File: src/hw/tsrb_defines.vh
// Constants for the tile status register bank: numbers, fields, masks.
// Overview of operation
// - Boot status at 0x03, tile number 23:16
// - Boot status 1:0 show sampled clock straps
// - Bit 2 JTAG boot, bit 3 RAM boot
// - Bit 5 reports second core powered off
// - Bit 4 skips OTP read-level polling
// - Security register 0x05 loaded from OTP word
// - Security bit 31 refuses further writes
// - Security bit 14 blocks global debug
// - Bit 12 locks all sectors, 11:8 each
// - Bit 4 denies JTAG clock/boot config access
// - Bit 0 blocks JTAG debug TAP
// - Four oscillator counters, control at 0x06
// - Control bit 1 core, bit 0 periph, reset 0
// - Oscillators asynchronous, counts give random bits
// - Counts 16-bit in 15:0, survive system reset
// - Counts at 0x07, 0x08, 0x09, 0x0A
// - RAM size in bytes at 0x0C, 31:2
// - Debug entry captures status word into 0x10
// - Status bits 0..4: events, irq, enb, int, kernel
// - Status bit 7 fast issue, bit 6 paused
// - Debug entry captures PC 0x11, SP 0x12
// - Reached by status reads/writes with number
`ifndef TSRB_DEFINES_VH
`define TSRB_DEFINES_VH

// Register numbers
`define TSRB_NUM_BOOT_STATUS     8'h03
`define TSRB_NUM_SECURITY        8'h05
`define TSRB_NUM_OSC_CONTROL     8'h06
`define TSRB_NUM_OSC_COUNT0      8'h07
`define TSRB_NUM_OSC_COUNT1      8'h08
`define TSRB_NUM_OSC_COUNT2      8'h09
`define TSRB_NUM_OSC_COUNT3      8'h0A
`define TSRB_NUM_MEMORY_CAPACITY 8'h0C
`define TSRB_NUM_DBG_STATUS      8'h10
`define TSRB_NUM_DBG_PC          8'h11
`define TSRB_NUM_DBG_SP          8'h12

// Boot status fields
`define TSRB_BOOT_PROC_HI        23
`define TSRB_BOOT_PROC_LO        16
`define TSRB_BOOT_SECURE_BIT     8
`define TSRB_BOOT_CORE1_OFF_BIT  5
`define TSRB_BOOT_NO_POLL_BIT    4
`define TSRB_BOOT_FROM_RAM_BIT   3
`define TSRB_BOOT_FROM_JTAG_BIT  2
`define TSRB_BOOT_STRAP_HI       1
`define TSRB_BOOT_STRAP_LO       0

// Security fields
`define TSRB_SEC_WRITE_LOCK_BIT  31
`define TSRB_SEC_GLOBAL_DBG_BIT  14
`define TSRB_SEC_MASTER_LOCK_BIT 12
`define TSRB_SEC_SECTOR_HI       11
`define TSRB_SEC_SECTOR_LO       8
`define TSRB_SEC_REDUNDANCY_BIT  7
`define TSRB_SEC_SECURE_BOOT_BIT 5
`define TSRB_SEC_JTAG_CFG_BIT    4
`define TSRB_SEC_JTAG_TAP_BIT    0
`define TSRB_SEC_MASK            32'h80005FB1
`define TSRB_SEC_RESET           32'h00000000

// Oscillator control fields
`define TSRB_OSC_CORE_BIT        1
`define TSRB_OSC_PERIPH_BIT      0
`define TSRB_OSC_CTRL_RESET      2'h0

// Saved status word: writable bits, 8 and 5 read only
`define TSRB_STAT_WRITE_MASK     32'h000006DF
`define TSRB_STAT_CAPTURE_MASK   32'h000007DF
`define TSRB_MEM_CAP_MASK        32'hFFFFFFFC
`define TSRB_WORD_ZERO           32'h00000000

`endif

File: src/hw/tsrb_osc_counter.v
// One ring oscillator counter, cleared only by power-on reset.
`timescale 1ns/1ps
module tsrb_osc_counter #(
    parameter WIDTH = 16
) (
    input  wire             mclk,      // Tile clock
    input  wire             porReset,  // Power-on reset, high
    input  wire             run,       // Oscillator enable
    input  wire             tick,      // One pulse per oscillator period
    output wire [WIDTH-1:0] count      // Current count
);

    reg  [WIDTH-1:0] count_reg;
    wire [WIDTH-1:0] count_next;

    // Wraps naturally at full width
    assign count_next = count_reg + {{(WIDTH-1){1'b0}}, 1'b1};

    // System reset is not wired here so counts survive it
    always @(posedge mclk or posedge porReset) begin
        if (porReset) begin
            count_reg <= {WIDTH{1'b0}};
        end else if (run && tick) begin
            count_reg <= count_next;
        end
    end

    assign count = count_reg;

endmodule // tsrb_osc_counter

File: src/hw/tsrb_status_bank.v
// Processor status register bank for one tile.
`timescale 1ns/1ps
`include "tsrb_defines.vh"
module tsrb_status_bank #(
    parameter RAM_BYTES = 32'h00040000, // RAM size reported
    parameter OSC_WIDTH = 16,           // Oscillator counter width
    parameter OSC_COUNT = 4             // Number of oscillators
) (
    input  wire                 mclk,              // Core clock, 100 MHz
    input  wire                 reset,             // System reset, high
    input  wire                 porReset,          // Power-on reset, high
    input  wire                 psValid,           // Status access strobe
    input  wire                 psWrite,           // 1 write, 0 read
    input  wire [7:0]           psNum,             // Register number
    input  wire [31:0]          psWdata,           // Write data
    input  wire                 inDebugMode,       // Debug privilege held
    output reg  [31:0]          psRdata,           // Read data
    output reg                  psAck,             // Access answered
    output reg                  psErr,             // Unmapped or refused
    input  wire [7:0]           processorNumber,   // Tile number
    input  wire [1:0]           clockMultStrapPins,// Clock mult straps
    input  wire                 bootFromJtag,      // Strap: JTAG boot
    input  wire                 bootFromRam,       // Strap: RAM boot
    input  wire                 otpPollSkip,       // Strap: skip OTP poll
    input  wire                 secondCorePoweredOff, // Core 1 off
    input  wire                 secureBootOverride,// Overwrite boot mode
    input  wire                 otpWordValid,      // OTP word load pulse
    input  wire [31:0]          otpSecurityWord,   // Word from OTP
    input  wire [OSC_COUNT-1:0] oscTick,           // Oscillator periods
    input  wire                 debugEntry,        // Debugger entry pulse
    input  wire [31:0]          threadStatus,      // Live status word
    input  wire [31:0]          threadPc,          // Live PC
    input  wire [31:0]          threadSp,          // Live SP
    output wire                 coreOscRun,        // Core osc enable
    output wire                 periphOscRun,      // Periph osc enable
    output wire                 globalDebugBlocked,// Global debug off
    output wire                 jtagBootCfgDenied, // JTAG cfg denied
    output wire                 jtagTapBlocked,    // JTAG TAP blocked
    output wire                 otpMasterLock,     // All sectors locked
    output wire [3:0]           otpSectorLock,     // Per sector lock
    output wire                 otpRedundancyOn,   // OTP redundancy
    output wire                 secureBootFromOtp  // Boot from OTP
);

    ////////////////////////////////////////////////////////////////////////
    // Strap capture

    reg        strapTaken_reg;
    reg [7:0]  procNum_reg;
    reg [1:0]  strapMult_reg;
    reg        bootJtag_reg;
    reg        bootRam_reg;
    reg        noPoll_reg;
    reg        core1Off_reg;
    reg        secureBoot_reg;

    // Straps caught on the first edge after release, never under reset
    always @(posedge mclk or posedge reset) begin
        if (reset) begin
            strapTaken_reg <= 1'b0;
            procNum_reg    <= 8'h00;
            strapMult_reg  <= 2'h0;
            bootJtag_reg   <= 1'b0;
            bootRam_reg    <= 1'b0;
            noPoll_reg     <= 1'b0;
            core1Off_reg   <= 1'b0;
            secureBoot_reg <= 1'b0;
        end else if (!strapTaken_reg) begin
            strapTaken_reg <= 1'b1;
            procNum_reg    <= processorNumber;
            strapMult_reg  <= clockMultStrapPins;
            bootJtag_reg   <= bootFromJtag;
            bootRam_reg    <= bootFromRam;
            noPoll_reg     <= otpPollSkip;
            core1Off_reg   <= secondCorePoweredOff;
            secureBoot_reg <= secureBootOverride;
        end
    end

    reg [31:0] bootWord;

    // Assemble the read-only boot status word
    always @* begin
        bootWord = `TSRB_WORD_ZERO;
        bootWord[`TSRB_BOOT_PROC_HI:`TSRB_BOOT_PROC_LO]   = procNum_reg;
        bootWord[`TSRB_BOOT_STRAP_HI:`TSRB_BOOT_STRAP_LO] = strapMult_reg;
        bootWord[`TSRB_BOOT_FROM_JTAG_BIT] = bootJtag_reg;
        bootWord[`TSRB_BOOT_FROM_RAM_BIT]  = bootRam_reg;
        bootWord[`TSRB_BOOT_NO_POLL_BIT]   = noPoll_reg;
        bootWord[`TSRB_BOOT_CORE1_OFF_BIT] = core1Off_reg;
        bootWord[`TSRB_BOOT_SECURE_BIT]    = secureBoot_reg;
    end

    ////////////////////////////////////////////////////////////////////////
    // Access decode

    wire wrStrobe;
    wire rdStrobe;
    wire hitSecurity;
    wire hitOscCtrl;
    wire hitDbgStatus;
    wire hitDbgPc;
    wire hitDbgSp;
    wire secLocked;

    // Accesses come from the tile processor with a register number
    assign wrStrobe     = psValid && psWrite;
    assign rdStrobe     = psValid && !psWrite;
    assign hitSecurity  = (psNum == `TSRB_NUM_SECURITY);
    assign hitOscCtrl   = (psNum == `TSRB_NUM_OSC_CONTROL);
    assign hitDbgStatus = (psNum == `TSRB_NUM_DBG_STATUS);
    assign hitDbgPc     = (psNum == `TSRB_NUM_DBG_PC);
    assign hitDbgSp     = (psNum == `TSRB_NUM_DBG_SP);

    ////////////////////////////////////////////////////////////////////////
    // Security configuration

    reg  [31:0] security_reg;
    wire [31:0] secWriteData;

    assign secLocked    = security_reg[`TSRB_SEC_WRITE_LOCK_BIT];
    assign secWriteData = psWdata & `TSRB_SEC_MASK;

    // OTP load has priority; a set lock bit freezes software writes
    always @(posedge mclk or posedge reset) begin
        if (reset) begin
            security_reg <= `TSRB_SEC_RESET;
        end else if (otpWordValid) begin
            security_reg <= otpSecurityWord & `TSRB_SEC_MASK;
        end else if (wrStrobe && hitSecurity && !secLocked) begin
            security_reg <= secWriteData;
        end
    end

    // Policy outputs straight from the stored word
    assign globalDebugBlocked = security_reg[`TSRB_SEC_GLOBAL_DBG_BIT];
    assign otpMasterLock      = security_reg[`TSRB_SEC_MASTER_LOCK_BIT];
    assign otpSectorLock      = security_reg[`TSRB_SEC_SECTOR_HI:`TSRB_SEC_SECTOR_LO]
                                | {4{security_reg[`TSRB_SEC_MASTER_LOCK_BIT]}};
    assign jtagBootCfgDenied  = security_reg[`TSRB_SEC_JTAG_CFG_BIT];
    assign jtagTapBlocked     = security_reg[`TSRB_SEC_JTAG_TAP_BIT];
    assign otpRedundancyOn    = security_reg[`TSRB_SEC_REDUNDANCY_BIT];
    assign secureBootFromOtp  = security_reg[`TSRB_SEC_SECURE_BOOT_BIT];

    ////////////////////////////////////////////////////////////////////////
    // Oscillator control and counters

    reg  [1:0] oscCtrl_reg;
    wire [1:0] oscCtrl_next;

    assign oscCtrl_next = {psWdata[`TSRB_OSC_CORE_BIT], psWdata[`TSRB_OSC_PERIPH_BIT]};

    // Both enables clear on system reset
    always @(posedge mclk or posedge reset) begin
        if (reset) begin
            oscCtrl_reg <= `TSRB_OSC_CTRL_RESET;
        end else if (wrStrobe && hitOscCtrl) begin
            oscCtrl_reg <= oscCtrl_next;
        end
    end

    assign coreOscRun   = oscCtrl_reg[`TSRB_OSC_CORE_BIT];
    assign periphOscRun = oscCtrl_reg[`TSRB_OSC_PERIPH_BIT];

    wire [OSC_WIDTH-1:0] oscCount [0:OSC_COUNT-1];

    // First half of the oscillators sit on the core side
    genvar gi;
    generate
        for (gi = 0; gi < OSC_COUNT; gi = gi + 1) begin : gOsc
            tsrb_osc_counter #(
                .WIDTH    (OSC_WIDTH)
            ) uCounter (
                .mclk     (mclk),
                .porReset (porReset),
                .run      ((gi < OSC_COUNT/2) ? coreOscRun : periphOscRun),
                .tick     (oscTick[gi]),
                .count    (oscCount[gi])
            );
        end
    endgenerate

    ////////////////////////////////////////////////////////////////////////
    // Debug capture registers

    reg [31:0] dbgStatus_reg;
    reg [31:0] dbgPc_reg;
    reg [31:0] dbgSp_reg;
    reg [31:0] dbgStatus_next;

    // Read-only status bits keep their captured value on writes
    always @* begin
        dbgStatus_next = (dbgStatus_reg & ~`TSRB_STAT_WRITE_MASK)
                         | (psWdata & `TSRB_STAT_WRITE_MASK);
    end

    // Entry capture wins over a write landing in the same cycle
    always @(posedge mclk or posedge reset) begin
        if (reset) begin
            dbgStatus_reg <= `TSRB_WORD_ZERO;
            dbgPc_reg     <= `TSRB_WORD_ZERO;
            dbgSp_reg     <= `TSRB_WORD_ZERO;
        end else if (debugEntry) begin
            dbgStatus_reg <= threadStatus & `TSRB_STAT_CAPTURE_MASK;
            dbgPc_reg     <= threadPc;
            dbgSp_reg     <= threadSp;
        end else if (wrStrobe && inDebugMode) begin
            if (hitDbgStatus) begin
                dbgStatus_reg <= dbgStatus_next;
            end
            if (hitDbgPc) begin
                dbgPc_reg <= psWdata;
            end
            if (hitDbgSp) begin
                dbgSp_reg <= psWdata;
            end
        end
    end

    ////////////////////////////////////////////////////////////////////////
    // Read mux and answer

    reg [31:0] readWord;
    reg        readHit;
    reg        writeOk;
    wire       dbgHit;

    assign dbgHit = hitDbgStatus || hitDbgPc || hitDbgSp;

    // Counts are sampled live; software stops them first for a stable value
    always @* begin
        readWord = `TSRB_WORD_ZERO;
        readHit  = 1'b1;
        case (psNum)
            `TSRB_NUM_BOOT_STATUS:     readWord = bootWord;
            `TSRB_NUM_SECURITY:        readWord = security_reg;
            `TSRB_NUM_OSC_CONTROL:     readWord = {30'h00000000, oscCtrl_reg};
            `TSRB_NUM_OSC_COUNT0:      readWord = {{(32-OSC_WIDTH){1'b0}}, oscCount[0]};
            `TSRB_NUM_OSC_COUNT1:      readWord = {{(32-OSC_WIDTH){1'b0}}, oscCount[1]};
            `TSRB_NUM_OSC_COUNT2:      readWord = {{(32-OSC_WIDTH){1'b0}}, oscCount[2]};
            `TSRB_NUM_OSC_COUNT3:      readWord = {{(32-OSC_WIDTH){1'b0}}, oscCount[3]};
            `TSRB_NUM_MEMORY_CAPACITY: readWord = RAM_BYTES & `TSRB_MEM_CAP_MASK;
            `TSRB_NUM_DBG_STATUS:      readWord = dbgStatus_reg;
            `TSRB_NUM_DBG_PC:          readWord = dbgPc_reg;
            `TSRB_NUM_DBG_SP:          readWord = dbgSp_reg;
            default:                   readHit  = 1'b0;
        endcase
    end

    // Which writes are actually taken
    always @* begin
        writeOk = 1'b0;
        if (hitOscCtrl) begin
            writeOk = 1'b1;
        end else if (hitSecurity) begin
            writeOk = !secLocked;
        end else if (dbgHit) begin
            writeOk = inDebugMode;
        end
    end

    // One-cycle answer for every access
    always @(posedge mclk or posedge reset) begin
        if (reset) begin
            psRdata <= `TSRB_WORD_ZERO;
            psAck   <= 1'b0;
            psErr   <= 1'b0;
        end else begin
            psAck <= psValid;
            if (rdStrobe) begin
                psRdata <= readHit ? readWord : `TSRB_WORD_ZERO;
                psErr   <= !readHit;
            end else if (wrStrobe) begin
                psErr   <= !writeOk;
            end else begin
                psErr   <= 1'b0;
            end
        end
    end

endmodule // tsrb_status_bank

File: config.mk
export PLATFORM = sky130hd
export DESIGN_NAME = tsrb_status_bank
export DESIGN_NICKNAME = d
export VERILOG_FILES = /design/src/hw/tsrb_osc_counter.v /design/src/hw/tsrb_status_bank.v
export VERILOG_INCLUDE_DIRS = /design/src /design/src/hw
export SDC_FILE = /design/constraint.sdc
export NUM_CORES = 1
export LEC_CHECK = 0
export ABC_AREA = 0
export BUFFER_PORTS_ARGS = -buffer_cell sky130_fd_sc_hd__buf_2
export CAP_MARGIN = 5
export CORE_MARGIN = 3
export CORE_UTILIZATION = 35
export CTS_CLUSTER_DIAMETER = 50
export DETAILED_ROUTE_END_ITERATION = 8
export GPL_TIMING_DRIVEN = 1
export SETUP_SLACK_MARGIN = 0.4
export SLEW_MARGIN = 10
export SYNTH_ARGS = -nofsm -noshare
export SYNTH_HDL_FRONTEND = slang
export SYNTH_SLANG_ARGS = --single-unit
File: constraint.sdc
create_clock -name mclk -period 5.2 [get_ports mclk]
set_clock_uncertainty 0.05 [all_clocks]
set_input_delay 0.78 -clock mclk [delete_from_list [all_inputs] [get_ports mclk]]
set_output_delay 0.78 -clock mclk [all_outputs]
set_load 0.02 [all_outputs]
==> metrics.csv, run 1 <==
metric,value,unit
ctsHoldBuffers,0,
cpPeakStageDelay,0.58,ns
ys.flop_type,dfrtp_1,
gp_congestion,0.889,
grt_usage,20.3,%
fillers,2728,
drive_above_1_share,25.2,%
endpoint_kind,register,
syn_to_final_growth,22.7,%
clock_path_buffers,3,
reg2regPathDepth,4,
post-route-min-period,3.07,ns
synthTopCellsByArea,"dfrtp_1 (51%), mux2i_1 (11%), nand2_1 (5.7%)",
die-area,30300,um2
place_hpwl,23.1,mm
critPathArrivalTime,3.46,ns
synth_top_area_cell,dfrtp_1,
synth_cell_types,55,
rows,60,
grt_max_degree,105,
max_freq,325,MHz
post_cts_resize_count,0,
max-slew-margin-rel,22.3,%
numCtsBuffers,27,
core_area,27300,um2
async_flop_share,100,%
routed_wl,31.5,mm
grt_pass1_vias,8078,
synth-edff-count,0,
clkTransAtPathRegs,0.06,ns
antenna_found_initial,6,
critPathSlowestCell,buf_2,
p_per_area,328,nW/um2
tightest_slew,1.16,ns
dieHeight,174,um
preCtsSetupSlack,1.63,ns
grt_remaining_overflow,0,
post_cts_buffers,0,
hold_ws,0.393,ns
yosysWarnings,0,
crit_fanout,29,
ir_worst_vdd,0.000189,V
die_x,174,um
synth_seq_area_share,50.9,%
drcViolationCount,0,
largest_reg_flops,64,
yosysTopAreaCellShare,50.9,%
hold_depth,1,
synth_area_per_cell,10.3,um2
synth_nets,1162,
drv_cap,0,
drt-pass1-iter-count,5,
hp-class,in -> reg,
fin_crit_sh,59.1,%
cts_tree,done,
setup-violations-final,0,
synth_seq_cells,201,
h-tree-depth,1,
status,finished clean,
drtIter0Drc,765,
layout_setup_ws,2.13,ns
finalHoldViolations,0,
crit_chain,buf_2 > nor4bb_1 > a211oi_1 > o32ai_1 > nand2_1 > buf_4 > o21ai_0,
worstPathRequired,5.59,ns
synth.cell_area,9890,um2
rsz0062_at_grt,false,
clk_latency,0.53,ns
grt_pass1_wl,48.2,mm
clock-sinks,201,
synth_cells,963,
top_level_ports,241,
vias,8063,
drv_slew,0,
port-buffer-count,197,
nets,1339,
wire_per_inst,20.5,um
crit_type,in -> reg,
crit_path_start_kind,primary input,
viasPerCell,5.26,
initial_core_util,36.2,%
tns,0,ns
cts-root-buf,clkbuf_16,
leakagePower,6.00,nW
final_antenna_net_count,0,
placed cells by master, fill, tap and decap left out, types with 12 or more instances in the layout:
| master | count |
|---|---|
| nand2_1 | 149 |
| xor2_1 | 16 |
| nand3_1 | 32 |
| mux2i_1 | 108 |
| mux2_2 | 25 |
| o21ai_0 | 108 |
| a22oi_1 | 23 |
| dfrtp_1 | 201 |
| xnor2_1 | 44 |
| and3_1 | 14 |
| nor2_1 | 32 |
| buf_2 | 196 |
| nand4_1 | 12 |
| clkbuf_16 | 27 |
worst max-delay path, delay by kind of cell:
kind	cells	cell delay [ns]
AO/OA/AOI/OAI	3	0.62
buffers and inverters	2	0.96
AND/OR/NAND/NOR	2	1.09
power breakdown:
group / internal (W) / total [W] / switching [W]
logic: 0.000143 / 0.000349 / 0.000206
clock network: 0.00120 / 0.00190 / 0.000693
registers: 0.00165 / 0.00173 / 0.0000797
kinds of logic after synthesis:
family | Yosys count | share of synthesized area, %
buffers and inverters | 63 | 2.58
and+or+nand+nor | 297 | 14.2
adders and majority gates | 4 | 0.506
other | 1 | 0.0379
muxes | 133 | 13.8
xor gates and xnor gates | 60 | 5.32
AOI/OAI and AO/OA | 204 | 12.7
DFF | 201 | 50.9
synth_stat cells (all sizes together) (3+ instances only):
| cell | n |
|---|---|
| dfrtp | 201 |
| nand2 | 151 |
| o21ai | 118 |
| mux2i | 108 |
| xnor2 | 44 |
| clkbuf | 43 |
| nand3 | 32 |
| nor2 | 32 |
| mux2 | 25 |
| a22oi | 23 |
| buf | 16 |
| xor2 | 16 |
| and3 | 14 |
| nand4 | 12 |
| a21oi | 11 |
| nor2b | 9 |
| a221oi | 8 |
| a222oi | 8 |
| a31oi | 7 |
| nor4 | 7 |
| a22o | 6 |
| nand2b | 6 |
| nor3 | 6 |
| or2 | 6 |
| o2bb2ai | 5 |
| a32oi | 4 |
| and2 | 4 |
| ha | 4 |
| inv | 4 |
| or3 | 4 |
| and4 | 3 |
| nor3b | 3 |
stage by stage:
step | instances | power (W) | utilization, % | instance area [um2]
after floorplan | 963 | 0.00193 | - | 9890
after global routing | 1533 | 0.00415 | 44.4 | 12100
final | 1534 | 0.00398 | 44.4 | 12100
after CTS | 1529 | 0.00401 | 44.3 | 12100
after global placement | 1483 | 0.00210 | 41.0 | 11200
after detailed placement | 1483 | 0.00211 | 41.0 | 11200
layer usage:
layer  GRT usage (%)  wire length, um
met1            27.9            13800
met2            32.3            14700
met3            4.22             2130
met4            6.27              854
met5               0                7
final cells by class:
type / instances / area (um2) / share of cell area, %
Antenna cell: 5 / 12.5 / 0.103
Clock buffer: 34 / 742 / 6.12
Clock inverter: 12 / 180 / 1.49
Inverter: 4 / 20.0 / 0.165
Multi-Input combinational cell: 699 / 4620 / 38.1
Sequential cell: 201 / 5030 / 41.5
Tap cell: 372 / 465 / 3.84
Timing Repair Buffer: 207 / 1060 / 8.77
path summary, 6_finish.rpt:
path | startpoint | to | slack [ns]
min in group asynchronous | reset | dbgSp_reg[17] | 0.44
hold reg to reg | psRdata[30] | psRdata[30] | 0.42
setup / recovery | psNum[1] | psRdata[31] | 2.13
setup reg to reg | oscCtrl_reg[1] | gOsc[0].uCounter.count[15] | 3.13
max in group asynchronous | reset | dbgPc_reg[6] | 3.61
hold / removal | psValid | psAck | 0.39
Power figures use the tool's default switching activity.
==> inputs of run 2 (changes only) <==
==> constraint.sdc (replaced) <==
create_clock -name mclk -period 2.82 [get_ports mclk]
set_clock_uncertainty 0.05 [all_clocks]
set_input_delay 0.423 -clock mclk [delete_from_list [all_inputs] [get_ports mclk]]
set_output_delay 0.423 -clock mclk [all_outputs]
set_load 0.02 [all_outputs]
==> metrics.csv, run 2 (synthesis results as in run 1) <==
metric,value,unit
place_hpwl,23.6,mm
wire_per_inst,20.3,um
post-route-min-period,2.15,ns
drtIter0Drc,705,
numCtsBuffers,26,
drive_above_1_share,26.3,%
cts-root-buf,clkbuf_16,
core_area,27300,um2
grt_remaining_overflow,0,
grt_pass1_vias,8119,
viasPerCell,5.26,
rsz0062_at_grt,false,
tns,0,ns
critPathArrivalTime,2.49,ns
mostFrequentLayoutCells,"dfrtp_1 (201), buf_2 (196), nand2_1 (149), mux2i_1 (108), o21ai_0 (108)",
max-slew-margin-rel,47.8,%
clock_path_buffers,3,
initial_core_util,36.2,%
crit_path_start_kind,primary input,
tightest_slew,0.783,ns
final_antenna_net_count,0,
clock-sinks,201,
endpoint_kind,register,
grt_pass1_wl,48.5,mm
leakagePower,6.11,nW
hp-class,in -> async,
mostFrequentLayoutCell,dfrtp_1,
status,finished clean,
die-area,30300,um2
port-buffer-count,197,
drv_cap,0,
setup-violations-final,0,
die_x,174,um
fin_crit_sh,76.1,%
ir_worst_vdd,0.000443,V
finalHoldViolations,0,
cts_tree,done,
drt-pass1-iter-count,5,
h-tree-depth,1,
largest_reg_flops,64,
clk_latency,0.53,ns
rows,60,
drcViolationCount,0,
vias,8189,
antenna_found_initial,5,
worstPathRequired,3.16,ns
grt_max_degree,138,
grt_usage,20.4,%
drv_slew,0,
max_freq,466,MHz
nets,1362,
top_level_ports,241,
crit_fanout,10,
syn_to_final_growth,24.4,%
dieHeight,174,um
p_per_area,578,nW/um2
routed_wl,31.6,mm
hold_ws,0.0337,ns
clkTransAtPathRegs,0.06,ns
crit_type,in -> reg,
gp_congestion,0.934,
-- run 2: metal layers --
metal / vias up / track usage, % / part of all wire [%]
li1: 3851 / - / -
met1: 3988 / 29.0 / 45
met2: 293 / 32.1 / 47
met3: 55 / 3.41 / 6.3
met4: 2 / 5.86 / 2.6
met5: - / 0 / 0.041
-- run 2: layout make-up --
cell class | count | area [um2]
multi-input combinational | 699 | 4620
fill | 2747 | 15000
tap | 372 | 465
clock buffer | 37 | 753
timing repair buffer | 231 | 1310
antenna | 4 | 10.0
inverter | 4 | 18.8
sequential | 201 | 5030
clock inverter | 10 | 96.3
-- run 2: path summary, 6_finish.rpt --
check                               startpoint                    endpoint  slack (ns)  depth (start not counted)
worst max-delay path                  psNum[5]             security_reg[9]        0.67                          6
worst min-delay path                     reset                 psRdata[17]        0.03                          3
worst max register to register  oscCtrl_reg[0]  gOsc[3].uCounter.count[15]        0.77                          5
worst min register to register     psRdata[15]                 psRdata[15]        0.42                          2
max in group asynchronous             porReset   gOsc[3].uCounter.count[6]        1.56                          4
min in group mclk                      psValid                       psAck        0.05                          1
-- run 2: power by group --
| group | switching, W | internal, W | total, W |
|---|---|---|---|
| registers | 0.000148 | 0.00305 | 0.00320 |
| logic | 0.000385 | 0.000285 | 0.000670 |
| clock network | 0.00129 | 0.00196 | 0.00324 |
-- run 2: repair_timing --
action                    CTS  global route
gates resized for setup     0             0
buffers inserted            0             0
hold endpoints to repair   22             0
hold buffers                1             0
-- run 2: metrics by stage --
| stage | util [%] | cell area (um2) | power (W) | cells | setup slack, ns |
|---|---|---|---|---|---|
| 6_report | 45.0 | 12300 | 0.00711 | 1558 | 0.673 |
| 5_1_grt | 45.0 | 12300 | 0.00738 | 1558 | 0.561 |
| 4_1_cts | 45.0 | 12300 | 0.00715 | 1554 | 0.666 |
| 3_5_place_dp | 41.8 | 11400 | 0.00391 | 1506 | 0.129 |
| 3_3_place_gp | 41.8 | 11400 | 0.00390 | 1506 | 0.149 |
| 2_1_floorplan | - | 9890 | 0.00357 | 963 | 0.496 |
-- run 2: worst max-delay path, cell delays in order --
cell     delay (ns)
buf_2          0.13
or3_1          0.43
or4_4          0.54
or3_1          0.63
mux2i_1        0.26
o21ai_1        0.07
==> inputs of run 3 (changes only) <==
==> constraint.sdc (replaced) <==
create_clock -name mclk -period 2 [get_ports mclk]
set_clock_uncertainty 0.05 [all_clocks]
set_input_delay 0.3 -clock mclk [delete_from_list [all_inputs] [get_ports mclk]]
set_output_delay 0.3 -clock mclk [all_outputs]
set_load 0.02 [all_outputs]
==> metrics.csv, run 3 (synthesis results as in run 1) <==
metric,value,unit
status,finished clean,
port-buffer-count,197,
post-route-min-period,1.70,ns
reg2regPathDepth,7,
clk_latency,0.54,ns
place_area,12000,um2
clock-sinks,201,
grt_pass1_vias,9201,
cts_tree,done,
max_freq,589,MHz
max-slew-margin-rel,56.6,%
dieHeight,174,um
p_per_area,722,nW/um2
rows,60,
clock_path_buffers,3,
grt_usage,22.1,%
syn_to_final_growth,47.3,%
grt_max_degree,65,
drv_slew,0,
finalHoldViolations,0,
hold_depth,3,
rsz0062_at_grt,true,
largest_reg_flops,64,
crit_fanout,6,
seq_power_share,42.6,%
crit_type,reg -> out,
swShare,25.4,%
gp_congestion,0.899,
mostFrequentLayoutCells,"dfrtp_1 (190), buf_2 (190), nand2_1 (147), dlygate4sd3_1 (114), buf_4 (110)",
setup-violations-final,0,
fin_crit_sh,84.9,%
place_hpwl,24.2,mm
core_area,27300,um2
worstPathRequired,1.65,ns
ir_worst_vdd,0.000594,V
wire_per_inst,19.6,um
numCtsBuffers,26,
grt_pass1_wl,53.3,mm
die-area,30300,um2
final_antenna_net_count,0,
drv_cap,0,
die_x,174,um
hp-class,in -> reg,
intPower,0.00784,W
initial_core_util,36.2,%
tns,0,ns
drcViolationCount,0,
power.combinational.fraction,12.4,%
drtIter0Drc,593,
clkTransAtPathRegs,0.06,ns
vias,9094,
critPathArrivalTime,1.35,ns
drive_above_1_share,33.2,%
endpoint_kind,output pin,
tightest_slew,0.650,ns
nets,1565,
crit_path_start_kind,register,
drt-pass1-iter-count,7,
antenna_found_initial,1,
clockPowerShare,45.0,%
top_level_ports,241,
viasPerCell,5.17,
finalInstanceArea,14600,um2
grt_remaining_overflow,0,
p_sw,0.00267,W
h-tree-depth,1,
routed_wl,34.4,mm
leakagePower,7.11,nW
cts-root-buf,clkbuf_16,
## run 3: cell count changes in the layout (fill, tap and decap cells not counted), sizes merged
cell         delta
dlygate4sd3   +113
inv             -1
diode           -3
clkbuf          -1
clkinv          -1
nand2           +1
buf            +89
clkinvlp        +3
bufinv          +1
## run 3: path summary, 6_finish.rpt
path                                     to        startpoint  slack [ns]
setup / recovery           otpSectorLock[2]  security_reg[12]        0.30
max in group asynchronous     dbgPc_reg[19]             reset        0.95
min in group asynchronous             psAck             reset        0.30
setup reg to reg                psRdata[12]  security_reg[12]        0.34
hold reg to reg                 psRdata[30]       psRdata[30]        0.42
hold / removal                dbgSp_reg[26]       psWdata[26]        0.01
## run 3: timing repair
item,in CTS,in global routing
setup buffers,8,22
cloned,1,1
hold endpoints to repair,182,0
pin swaps,5,26
gates resized for setup,31,52
hold buffers,114,0
setup endpoints to repair,45,119
## run 3: cell type report
type / instances / area (um2)
diodes: 1 / 2.50
clock buffers: 36 / 748
clock inverters: 12 / 136
fillers: 2456 / 12800
inverters: 4 / 22.5
multi-input cells: 700 / 4930
flip-flops and latches: 201 / 5040
well taps: 372 / 465
repair buffers: 433 / 3220
## run 3: power by group through the flow
stage	Sequential [W]	Clock (W)	Combinational [W]
after floorplan	0.00451	0	0.000562
after global placement	0.00455	0	0.00102
after detailed placement	0.00455	0	0.00104
after CTS	0.00447	0.00480	0.00128
after global routing	0.00451	0.00498	0.00144
final	0.00448	0.00473	0.00131
## run 3: metrics by stage
stage	cells	hold WS [ns]	util [%]	power, W	setup WS (ns)
2_1_floorplan	963	0.281	-	0.00507	-0.140
3_3_place_gp	1564	0.321	44.0	0.00557	-0.302
3_5_place_dp	1564	0.322	44.0	0.00560	-0.337
4_1_cts	1735	0.00272	51.9	0.0106	0.284
5_1_grt	1759	0.0202	53.3	0.0109	0.265
6_report	1759	0.0103	53.3	0.0105	0.302
## run 3: routing by layer
| layer | vias to the layer above | GRT usage, % | wire length, um |
|---|---|---|---|
| li1 | 4266 | - | - |
| met1 | 4432 | 31.3 | 15400 |
| met2 | 320 | 35.0 | 15900 |
| met3 | 76 | 3.08 | 1840 |
| met4 | 0 | 7.14 | 1220 |
| met5 | - | 0 | 0 |
## run 3: worst max-delay path: stages (launching register included)
cell	delay, ns
dfrtp_2	0.44
or2_4	0.24
buf_6	0.13
